[src/core/snp_params.svh]
// Constants for the numeric stream packer and unpacker
// Notes on behaviour
// - Both ends carry ready back-pressure
// - Null bytes only mark a packet remainder
// - Remainders use keep; strobe is never used
// - All values share one unit width
// - Each unit padded to whole bytes
// - Complex: real unit first, imaginary second
// - A real value uses one unit
// - Receiver ignores pad bits above the width
// - Sender pads with zeros or sign copies
// - Wide data carries several units per beat
// - Fill lanes across data, then next beats
// - Never join partial fields; pad each unit alone
// - Each unit starts on a byte boundary
// - Unpacketized scalars keep last low
// - One-element vectors raise last every beat
// - Narrow channel: real beat, then imaginary beat
// - Wide channel: whole complex value per beat
// - Cleared keep bits only with last
`ifndef SNP_PARAMS_SVH
`define SNP_PARAMS_SVH
`define SNP_N 12
`define SNP_PAD_W 4
`define SNP_UNIT_W 16
`define SNP_DATA_W 32
`define SNP_KEEP_W 4
`define SNP_LANES 2
`define SNP_FIFO_DEPTH 32
`define SNP_VLEN_W 8
`define SNP_KEEP_ALL 4'hF
`define SNP_KEEP_LOW 4'h3
`define SNP_KEEP_HI_BIT 2
`endif

[src/core/snp_pkg.sv]
// Types shared by both ends of the numeric stream
`include "snp_params.svh"
package snp_pkg;
  typedef logic [`SNP_N-1:0] snp_sample_t;
  typedef logic [`SNP_UNIT_W-1:0] snp_unit_t;
  typedef logic [`SNP_DATA_W-1:0] snp_data_t;
  typedef logic [`SNP_KEEP_W-1:0] snp_keep_t;
  typedef enum logic {SNP_LANE_EMPTY, SNP_LANE_HELD} snp_lane_e;
  typedef enum logic [1:0] {SNP_RX_EMPTY, SNP_RX_FIRST, SNP_RX_SECOND} snp_rx_e;
endpackage

[src/core/snp_if.sv]
// Stream channel between the packer and the unpacker
`timescale 1ns/100ps
`include "snp_params.svh"
interface snp_if;
  logic tvalid;
  logic tready;
  logic [`SNP_DATA_W-1:0] tdata;
  logic [`SNP_KEEP_W-1:0] tkeep;
  logic [`SNP_KEEP_W-1:0] tstrb;
  logic tlast;
  modport mst (output tvalid, input tready, output tdata, output tkeep, output tstrb, output tlast);
  modport slv (input tvalid, output tready, input tdata, input tkeep, input tstrb, input tlast);
endinterface

[src/core/snp_packer.sv]
// Stream master: packs 12-bit real or complex samples through a FIFO onto the stream
`timescale 1ns/100ps
`include "snp_params.svh"

module snp_fifo #(
  parameter int WIDTH = 8,
  parameter int DEPTH = 4
) (
  input wire logic sys_clk,
  input wire logic rst_n,
  input wire logic in_valid,
  output logic in_ready,
  input wire logic [WIDTH-1:0] in_data,
  output logic out_valid,
  input wire logic out_ready,
  output logic [WIDTH-1:0] out_data
);
  localparam int PTR_W = $clog2(DEPTH);
  localparam int CNT_W = $clog2(DEPTH + 1);

  logic [WIDTH-1:0] mem [DEPTH];
  logic [PTR_W-1:0] wr_ptr;
  logic [PTR_W-1:0] rd_ptr;
  logic [CNT_W-1:0] count;
  logic [CNT_W-1:0] next_count;
  wire do_wr;
  wire do_rd;

  // Honest flags: full stalls the packer, empty drops valid
  assign in_ready = (count != CNT_W'(DEPTH));
  assign out_valid = (count != '0);
  assign do_wr = in_valid && in_ready;
  assign do_rd = out_valid && out_ready;
  // Head word only moves on acceptance, so data stays put while waiting
  assign out_data = mem[rd_ptr];

  always_comb
  begin
    next_count = count;
    if (do_wr && !do_rd)
    begin
      next_count = count + 1'b1;
    end
    else if (do_rd && !do_wr)
    begin
      next_count = count - 1'b1;
    end
  end

  // Storage carries no reset: only words below count are ever read
  always_ff @(posedge sys_clk)
  begin
    if (do_wr)
    begin
      mem[wr_ptr] <= in_data;
    end
  end

  always_ff @(posedge sys_clk or negedge rst_n)
  begin
    if (!rst_n)
    begin
      wr_ptr <= '0;
      rd_ptr <= '0;
      count <= '0;
    end
    else
    begin
      count <= next_count;
      if (do_wr)
      begin
        wr_ptr <= (wr_ptr == PTR_W'(DEPTH - 1)) ? '0 : wr_ptr + 1'b1;
      end
      if (do_rd)
      begin
        rd_ptr <= (rd_ptr == PTR_W'(DEPTH - 1)) ? '0 : rd_ptr + 1'b1;
      end
    end
  end
endmodule

module snp_packer (
  input wire logic sys_clk,
  input wire logic rst_n,
  input wire logic cfg_complex,
  input wire logic cfg_signed,
  input wire logic [`SNP_VLEN_W-1:0] cfg_vec_len,
  input wire logic usr_valid,
  output logic usr_ready,
  input wire snp_pkg::snp_sample_t usr_re,
  input wire snp_pkg::snp_sample_t usr_im,
  snp_if.mst stream
);
  localparam int FIFO_W = `SNP_DATA_W + `SNP_KEEP_W + 1;

  // Pads one sample to a byte-aligned unit; the sample is already atomic
  function automatic snp_pkg::snp_unit_t pad_unit(input snp_pkg::snp_sample_t s, input logic sgn);
    pad_unit = {{`SNP_PAD_W{sgn & s[`SNP_N-1]}}, s};
  endfunction

  snp_pkg::snp_lane_e lane;
  snp_pkg::snp_lane_e next_lane;
  snp_pkg::snp_unit_t hold;
  logic [`SNP_VLEN_W-1:0] elem_cnt;
  logic [`SNP_VLEN_W-1:0] next_elem_cnt;

  wire fifo_in_ready;
  wire take;
  wire packetized;
  wire last_elem;
  wire push;
  wire alone;
  snp_pkg::snp_unit_t unit_re;
  snp_pkg::snp_unit_t unit_im;
  snp_pkg::snp_data_t beat_data;
  snp_pkg::snp_keep_t beat_keep;
  wire beat_last;
  wire [FIFO_W-1:0] fifo_in;
  wire [FIFO_W-1:0] fifo_out;

  // Samples stall as soon as the FIFO fills
  assign usr_ready = fifo_in_ready;
  assign take = usr_valid && fifo_in_ready;

  // Vector length zero means a plain scalar stream with no packets
  assign packetized = (cfg_vec_len != '0);
  assign last_elem = packetized && (elem_cnt == cfg_vec_len - 1'b1);

  // Every value uses the same padded unit, whatever its place in the vector
  assign unit_re = pad_unit(usr_re, cfg_signed);
  assign unit_im = pad_unit(usr_im, cfg_signed);

  // A complex value fills both lanes at once; a real one needs a partner
  // unless it closes the vector
  assign push = take && (cfg_complex || (lane == snp_pkg::SNP_LANE_HELD) || last_elem);
  assign alone = !cfg_complex && (lane == snp_pkg::SNP_LANE_EMPTY);

  // Lane 0 is the low half; real part first, imaginary in the next lane
  assign beat_data = cfg_complex ? {unit_im, unit_re} :
    alone ? {{`SNP_UNIT_W{1'b0}}, unit_re} :
    {unit_re, hold};

  // Only a short final beat clears keep bits, and it always carries last
  assign beat_keep = alone ? `SNP_KEEP_LOW : `SNP_KEEP_ALL;
  // Length one raises last each beat; length zero never does
  assign beat_last = last_elem;

  assign fifo_in = {beat_last, beat_keep, beat_data};

  always_comb
  begin
    next_lane = lane;
    if (push)
    begin
      next_lane = snp_pkg::SNP_LANE_EMPTY;
    end
    else if (take && alone)
    begin
      next_lane = snp_pkg::SNP_LANE_HELD;
    end
  end

  always_comb
  begin
    next_elem_cnt = elem_cnt;
    if (take)
    begin
      next_elem_cnt = (last_elem || !packetized) ? '0 : elem_cnt + 1'b1;
    end
  end

  always_ff @(posedge sys_clk or negedge rst_n)
  begin
    if (!rst_n)
    begin
      lane <= snp_pkg::SNP_LANE_EMPTY;
      elem_cnt <= '0;
      hold <= '0;
    end
    else
    begin
      lane <= next_lane;
      elem_cnt <= next_elem_cnt;
      if (take && alone && !push)
      begin
        hold <= unit_re;
      end
    end
  end

  // The FIFO decouples the sample source from stream back-pressure
  snp_fifo #(
    .WIDTH(FIFO_W),
    .DEPTH(`SNP_FIFO_DEPTH)
  ) snp_fifo_i (
    .sys_clk(sys_clk),
    .rst_n(rst_n),
    .in_valid(push),
    .in_ready(fifo_in_ready),
    .in_data(fifo_in),
    .out_valid(stream.tvalid),
    .out_ready(stream.tready),
    .out_data(fifo_out)
  );

  assign stream.tdata = fifo_out[`SNP_DATA_W-1:0];
  assign stream.tkeep = fifo_out[`SNP_DATA_W+`SNP_KEEP_W-1:`SNP_DATA_W];
  // Strobe simply follows keep so no byte is ever marked as position only
  assign stream.tstrb = fifo_out[`SNP_DATA_W+`SNP_KEEP_W-1:`SNP_DATA_W];
  assign stream.tlast = fifo_out[FIFO_W-1];
endmodule

[src/flat_wrapper.sv]
// flat-port wrapper written by rule: the top's interface ports become plain ports
module snp_packer_flat 
  (sys_clk, rst_n, cfg_complex, cfg_signed, cfg_vec_len, usr_valid, usr_ready, usr_re, usr_im, stream_tvalid, stream_tready, stream_tdata, stream_tkeep, stream_tstrb, stream_tlast);
  snp_if stream_i ();
  input wire logic sys_clk;
  input wire logic rst_n;
  input wire logic cfg_complex;
  input wire logic cfg_signed;
  input wire logic [`SNP_VLEN_W-1:0] cfg_vec_len;
  input wire logic usr_valid;
  output logic usr_ready;
  input wire snp_pkg::snp_sample_t usr_re;
  input wire snp_pkg::snp_sample_t usr_im;
  output wire logic [$bits(stream_i.tvalid)-1:0] stream_tvalid;
  input wire logic [$bits(stream_i.tready)-1:0] stream_tready;
  output wire logic [$bits(stream_i.tdata)-1:0] stream_tdata;
  output wire logic [$bits(stream_i.tkeep)-1:0] stream_tkeep;
  output wire logic [$bits(stream_i.tstrb)-1:0] stream_tstrb;
  output wire logic [$bits(stream_i.tlast)-1:0] stream_tlast;
  assign stream_tvalid = stream_i.tvalid;
  assign stream_i.tready = stream_tready;
  assign stream_tdata = stream_i.tdata;
  assign stream_tkeep = stream_i.tkeep;
  assign stream_tstrb = stream_i.tstrb;
  assign stream_tlast = stream_i.tlast;
  snp_packer u_core (.sys_clk(sys_clk), .rst_n(rst_n), .cfg_complex(cfg_complex), .cfg_signed(cfg_signed), .cfg_vec_len(cfg_vec_len), .usr_valid(usr_valid), .usr_ready(usr_ready), .usr_re(usr_re), .usr_im(usr_im), .stream(stream_i));
endmodule
[config.mk]
export PLATFORM = sky130hd
export DESIGN_NAME = snp_packer_flat
export DESIGN_NICKNAME = d
export VERILOG_FILES = /design/src/core/snp_pkg.sv /design/src/core/snp_if.sv /design/src/core/snp_packer.sv /design/src/flat_wrapper.sv
export VERILOG_INCLUDE_DIRS = /design/src /design/src/core
export SDC_FILE = /design/constraint.sdc
export NUM_CORES = 1
export LEC_CHECK = 0
export ABC_CLOCK_PERIOD_IN_PS = 4400
export BUFFER_PORTS_ARGS = -buffer_cell sky130_fd_sc_hd__buf_2
export CAP_MARGIN = 20
export CORE_MARGIN = 2
export CORE_UTILIZATION = 35
export DETAILED_ROUTE_END_ITERATION = 10
export SETUP_SLACK_MARGIN = 0.5
export SYNTH_ARGS = -nofsm -noshare
export SYNTH_HDL_FRONTEND = slang
export SYNTH_SLANG_ARGS = --single-unit
[constraint.sdc]
create_clock -name sys_clk -period 4.4 [get_ports sys_clk]
set_input_delay 0.88 -clock sys_clk [delete_from_list [all_inputs] [get_ports sys_clk]]
set_output_delay 0.88 -clock sys_clk [all_outputs]
set_load 0.05 [all_outputs]
# [Word-level counts from Yosys, hierarchy flattened]
# Memories as Yosys holds them, arrays and structs flattened.
# Cells that the tools add are included.
[op_classes] addsub=6 n_eq_ne=4 mux=12 bitwise_logic=3 n_reduce_logical=22
[op_table] op="32-bit 2-to-1 mux" n=2
[op_table] op="6-bit 2-to-1 mux" n=2
[op_table] op="5-bit by 1-bit adder with 5-bit output (second input constant)" n=2
[op_table] op="5-bit == test (second input constant)" n=2
[op_table] op="1-bit logical AND" n=10
[op_table] op="5-bit 2-to-1 mux" n=2
[op_table] op="8-bit by 1-bit adder with 8-bit output (second input constant)" n=1
[op_table] op="8-bit == test" n=1
[op_table] op="8-bit 2-to-1 mux" n=1
[op_table] op="8-bit nonzero test" n=1
[op_table] op="8-bit by 1-bit subtractor with 8-bit output (second input constant)" n=1
[op_table] op="6-bit by 1-bit adder with 6-bit output (second input constant)" n=1
[op_table] op="6-bit inequality test (second input constant)" n=1
[op_table] op="6-bit nonzero test" n=1
[op_table] op="6-bit by 1-bit subtractor with 6-bit output (second input constant)" n=1
[op_table] op="1-bit logical NOT" n=5
[op_table] op="1-bit 2-to-1 mux" n=4
[op_table] op="4-bit 2-to-1 mux" n=1
[op_table] op="2-bit nonzero test" n=2
[op_table] op="1-bit logical OR" n=3
[op_table] op="1-bit AND" n=2
[op_table] op="1-bit NOT" n=1
[word_totals] regBits=38 ram_bits=1184 input_bits=38 output_inout_bits=43 memories=1
[memory_table] memory="u_core.snp_fifo_i.mem" words=32 width=37 rd=1 rd_ports_with_merged_regs=0 write_ports=1 line_no="snp_packer.sv:21" rtl="logic [WIDTH-1:0] mem [DEPTH];"

# [Longest topological paths before layout]
[logic_depth] depth_word=10 mapped_depth=19 mapped_depth_nobuf=18

# [Modules after synthesis]
# From an unflattened synthesis, not the netlist that was laid out.
[unflattened] hier_cells=2232 area_unflattened_um2=47369.2
[modules_own_cells] module="snp_fifo" n_inst=1 cells_per_inst=2078 area_each_um2=45736.4 seq_area_each_um2=35954.5
[modules_own_cells] module="snp_packer" n_inst=1 cells_per_inst=154 area_each_um2=1632.8 seq_area_each_um2=550.5

# [Worst setup path before layout]
# No wires, ideal clock.
[synth_path] path_kind="in2reg" from="input port cfg_vec_len[3]" to="memory u_core.snp_fifo_i.mem[29][0] in the netlist's numbering (enable)" setup_time_ns=0.413 arrival_ns=3.610 path_slack_ns=0.377 stages=9 n_path_buf=1 cell_sequence="or3_4 o41ai_2 a31oi_1 nor3b_1 a21oi_2 inv_1 buf_2 nand2_1 nor2_1"
[synth_via] elab_chain_len=8
[synth_lines] item="start: declaration" line_no="flat_wrapper.sv:9" rtl="input wire logic [`SNP_VLEN_W-1:0] cfg_vec_len;"
[synth_lines] item="8-bit by 1-bit subtractor with 8-bit output" line_no="snp_packer.sv:127" rtl="assign last_elem = packetized && (elem_cnt == cfg_vec_len - 1'b1);"
[synth_lines] item="8-bit == test" line_no="snp_packer.sv:127"
[synth_lines] item="1-bit logical AND *" line_no="snp_packer.sv:127"
[synth_lines] item="1-bit logical OR *" line_no="snp_packer.sv:135" rtl="assign push = take && (cfg_complex || (lane == snp_pkg::SNP_LANE_HELD) || last_elem);"
[synth_lines] item="1-bit logical AND *" line_no="snp_packer.sv:135"
[synth_lines] item="1-bit logical AND *" line_no="snp_packer.sv:32" rtl="assign do_wr = in_valid && in_ready;"
[synth_lines] item="named net u_core.snp_fifo_i.do_wr" line_no="snp_packer.sv:26" rtl="wire do_wr;"
[synth_lines] item="1-bit 2-to-1 mux *" line_no="snp_packer.sv:53" rtl="if (do_wr)"
[synth_lines] item="1-bit 2-to-1 mux (not written as such) *" line_no="snp_packer.sv:55" rtl="mem[wr_ptr] <= in_data;"
[synth_lines] item="end: declaration" line_no="snp_packer.sv:21"
# The timed path passes the listed nets; every way through them passes the cells marked *.

# [Worst setup path after layout]
[layout_path] from="register u_core.snp_fifo_i.rd_ptr[0]" to="output port stream_tdata[2]"
[layout_via] elab_chain_len=1
[layout_lines] item="start: declaration" line_no="snp_packer.sv:23" rtl="logic [PTR_W-1:0] rd_ptr;"
[layout_lines] item="start signal: assignment" line_no="snp_packer.sv:76" rtl="rd_ptr <= (rd_ptr == PTR_W'(DEPTH - 1)) ? '0 : rd_ptr + 1'b1;"
[layout_lines] item="memory 32 x 37 bit"
[layout_lines] item="end: declaration" line_no="flat_wrapper.sv:16" rtl="output wire logic [$bits(stream_i.tdata)-1:0] stream_tdata;"
# Every way passes these cells.

==> flow_metrics.env <==
export IMPL_status="finished, final reports clean"
export IMPL_die_height_um=328
export IMPL_die_w_um=328
export IMPL_cts_tree="yes"
export IMPL_ys_warn_count=0
export IMPL_post_route_util=0.419
export IMPL_hold_buffers=0
export IMPL_wl_per_cell_um=27.9
export IMPL_netlist_area_leader_share=0.733
export IMPL_tns_ps=0
export IMPL_dr_total_vias=17700
export IMPL_dr_pass1_iters=5
export IMPL_clk_path_buf_depth=3
export IMPL_port_buffers=76
export IMPL_ant_nets=0
export IMPL_place_gp_congestion=0.758
export IMPL_netlist_top_cells_area="edfxtp_1, mux4_2, dfrtp_1"
export IMPL_synth_ff_type="edfxtp_1"
export IMPL_avgSynthCellArea_um2=23.0
export IMPL_worst_path_max_delay_cell="mux4_2"
export IMPL_dpl_cell_area_mm2=0.0398
export IMPL_min_period_ps=4100
export IMPL_finalClockSkew_ps=24.9
export IMPL_maxCapViolCount=0
export IMPL_track_usage=0.168
export IMPL_cp_slowest_stage_delay_ps=550
export IMPL_grt_overflow_total=0
export IMPL_worstPathCellList="buf_12 -> buf_12 -> buf_16 -> mux4_2 -> mux4_2 -> mux2_4 -> buf_6"
export IMPL_fin_area_mm2=0.0435
export IMPL_routed_wl_um=90600
export IMPL_fin_nets=1849
export IMPL_core_region_area_mm2=0.104
export IMPL_netlist_area_mm2=0.0367
export IMPL_max_freq_mhz=244
export IMPL_grt_pass1_wl_um=129000
export IMPL_io_pins=81
export IMPL_dp_hpwl_um=51600
export IMPL_htree_levels=3
export IMPL_hold_path_class="input port to async pin"
export IMPL_drc=0
export IMPL_crit_type="register to primary output"
export IMPL_dp_cells=3056
export IMPL_clock_sinks=934
export IMPL_hold_viol=0
export IMPL_max_slew_margin_rel=0.268
export IMPL_cp_max_fo=8
export IMPL_finalNonFillerCells=3252
export IMPL_grt_pass1_vias=17900
export IMPL_max_slew_worst_pin_slew_ps=1100
export IMPL_setup_violations_final=0
export IMPL_rsz0062_at_grt="yes"
export IMPL_worstPathRequired_ps=3520
export IMPL_ys_seq_area_frac=0.759
export IMPL_leakagePower_nw=13.9
export IMPL_cts_root_buf="clkbuf_16"
export IMPL_peakVddDrop_mv=0.949
export IMPL_synth_seq_cells=934
export IMPL_die_area_mm2=0.107
export IMPL_r2r_cells=11
export IMPL_layout_drive_gt1_share=0.379
export IMPL_netlist_instances=1593
export IMPL_synth_cell_types=54
export IMPL_clk_latency_ps=670
export IMPL_rows=118
export IMPL_start_util=0.354
export IMPL_power_density_mw_per_mm2=630
export IMPL_finalCritPeriodShare=0.931
export IMPL_async_flop_share=0.0407
export IMPL_via_per_inst=5.43
export IMPL_grt_max_degree=68
export IMPL_drt_iter0_markers=1903
export IMPL_numCtsBuffers=92
export IMPL_cp_data_arrival_time_ps=3220
export IMPL_endpoint_kind="primary output"
export IMPL_syn_to_final_growth_pct=18.5
export IMPL_clk_pin_slew_ps=60
export IMPL_yosys_area_top_type="edfxtp_1"
export IMPL_synth_edff_count=896
export IMPL_antenna_found_initial=3
export IMPL_finalMaxSlewViolations=0
export IMPL_start_kind="register"
[cell type report]
class / instances / area, µm²
antenna: 2 / 5.00
multi-input combinational: 554 / 8670
clock inverter: 47 / 459
sequential: 934 / 27900
tap: 1380 / 1730
clock buffer: 121 / 2450
timing repair buffer: 200 / 2250
inverter: 14 / 52.6
fill: 8841 / 60300
[registers in the layout, summed over array words and instances, names as in the netlist]
register and cells:
u_core.elem_cnt 8, u_core.hold 13, u_core.snp_fifo_i.rd_ptr 5, u_core.lane 1
u_core.snp_fifo_i.mem 896, u_core.snp_fifo_i.count 6, u_core.snp_fifo_i.wr_ptr 5
[cells by family (layout without fill, tap and decap cells)]
group                      Yosys count  count (layout)  synth area share
DFF                                934             934             0.759
other                                1               6          0.000102
xor gates and xnor gates            15              15           0.00358
and+or+nand+nor                    123             123            0.0169
muxes                              338             338             0.190
buffers and inverters              108             382            0.0131
adders and majority gates           15              15           0.00532
AOI/OAI and AO/OA                   59              59            0.0113
[cell usage after synthesis (2+ instances only)]
cell,count
nor3_1,7
inv_1,14
o21bai_1,2
clkbuf_1,59
nand3b_1,6
nor2_1,41
nor3b_1,2
ha_1,14
nor2b_1,2
dfrtp_1,38
mux2_2,49
buf_4,13
nor4_1,5
and3_1,3
a21oi_1,9
edfxtp_1,896
buf_2,16
a22o_1,12
and2_1,2
xor2_1,6
a211o_1,2
a31oi_1,3
nand2b_1,2
buf_1,5
nand3_1,7
mux2_4,8
o21ai_0,15
or2_2,2
mux4_2,280
nand2_1,31
or3_1,5
xnor2_1,9
o21a_1,2
a21o_1,6
[per-stage QoR]
stage | setup slack (ps) | total power [W] | hold slack (ps)
CTS | 271 | 0.0275 | 391
global placement | 268 | 0.0191 | 485
floorplan | 377 | 0.0167 | 456
detailed placement | 273 | 0.0192 | 490
global route | 234 | 0.0284 | 420
finish | 305 | 0.0274 | 380
[routing by layer]
| layer | track usage | vias to the layer above | part of all wire |
|---|---|---|---|
| li1 | - | 7176 | - |
| met1 | 0.240 | 9681 | 0.43 |
| met2 | 0.270 | 685 | 0.48 |
| met3 | 0.0298 | 120 | 0.071 |
| met4 | 0.0372 | 0 | 0.017 |
| met5 | 0 | - | 0 |
[repair_timing]
item                                    CTS  global route
endpoints found under the setup margin   37            37
setup buffers                             9             1
resized for setup                        64             7
gates cloned                              8             4
[critical path, delay by kind of cell (launching register included)]
kind     cells  cell delay [ps]
buf+inv      4              650
flops        1              500
mux          3             1400
[report_power, final]
part | total, W | internal, W | switching, W | leakage (nW)
clock network | 0.00762 | 0.00435 | 0.00327 | 1.42
logic | 0.00888 | 0.00389 | 0.00499 | 3.95
registers | 0.0109 | 0.0104 | 0.000466 | 8.55
[worst paths after layout]
kind | startpoint | end | slack (ps)
worst max-delay path | u_core.snp_fifo_i.rd_ptr[0]$_DFFE_PN0P_ | stream_tdata[2] | 300
worst min-delay path | rst_n | u_core.snp_fifo_i.wr_ptr[1]$_DFFE_PN0P_ | 380
worst max register to register | u_core.elem_cnt[4]$_DFFE_PN0P_ | u_core.snp_fifo_i.mem[22][5]$_DFFE_PP_ | 930
worst min register to register | u_core.hold[1]$_DFFE_PN0P_ | u_core.hold[1]$_DFFE_PN0P_ | 510
max in group asynchronous | rst_n | u_core.snp_fifo_i.rd_ptr[3]$_DFFE_PN0P_ | 3230
min in group sys_clk | usr_re[7] | u_core.hold[7]$_DFFE_PN0P_ | 490
[layout by cell type, fill, tap and decap left out, types with 28 or more instances in the layout]
master,netlist,final
nor2_4,0,32
mux4_2,280,280
dfrtp_1,38,33
buf_12,0,28
mux2_2,49,34
edfxtp_1,896,896
clkbuf_16,0,97
buf_4,13,82
nand2_1,31,31
buf_2,16,53
(Power assumes the default switching activity.)
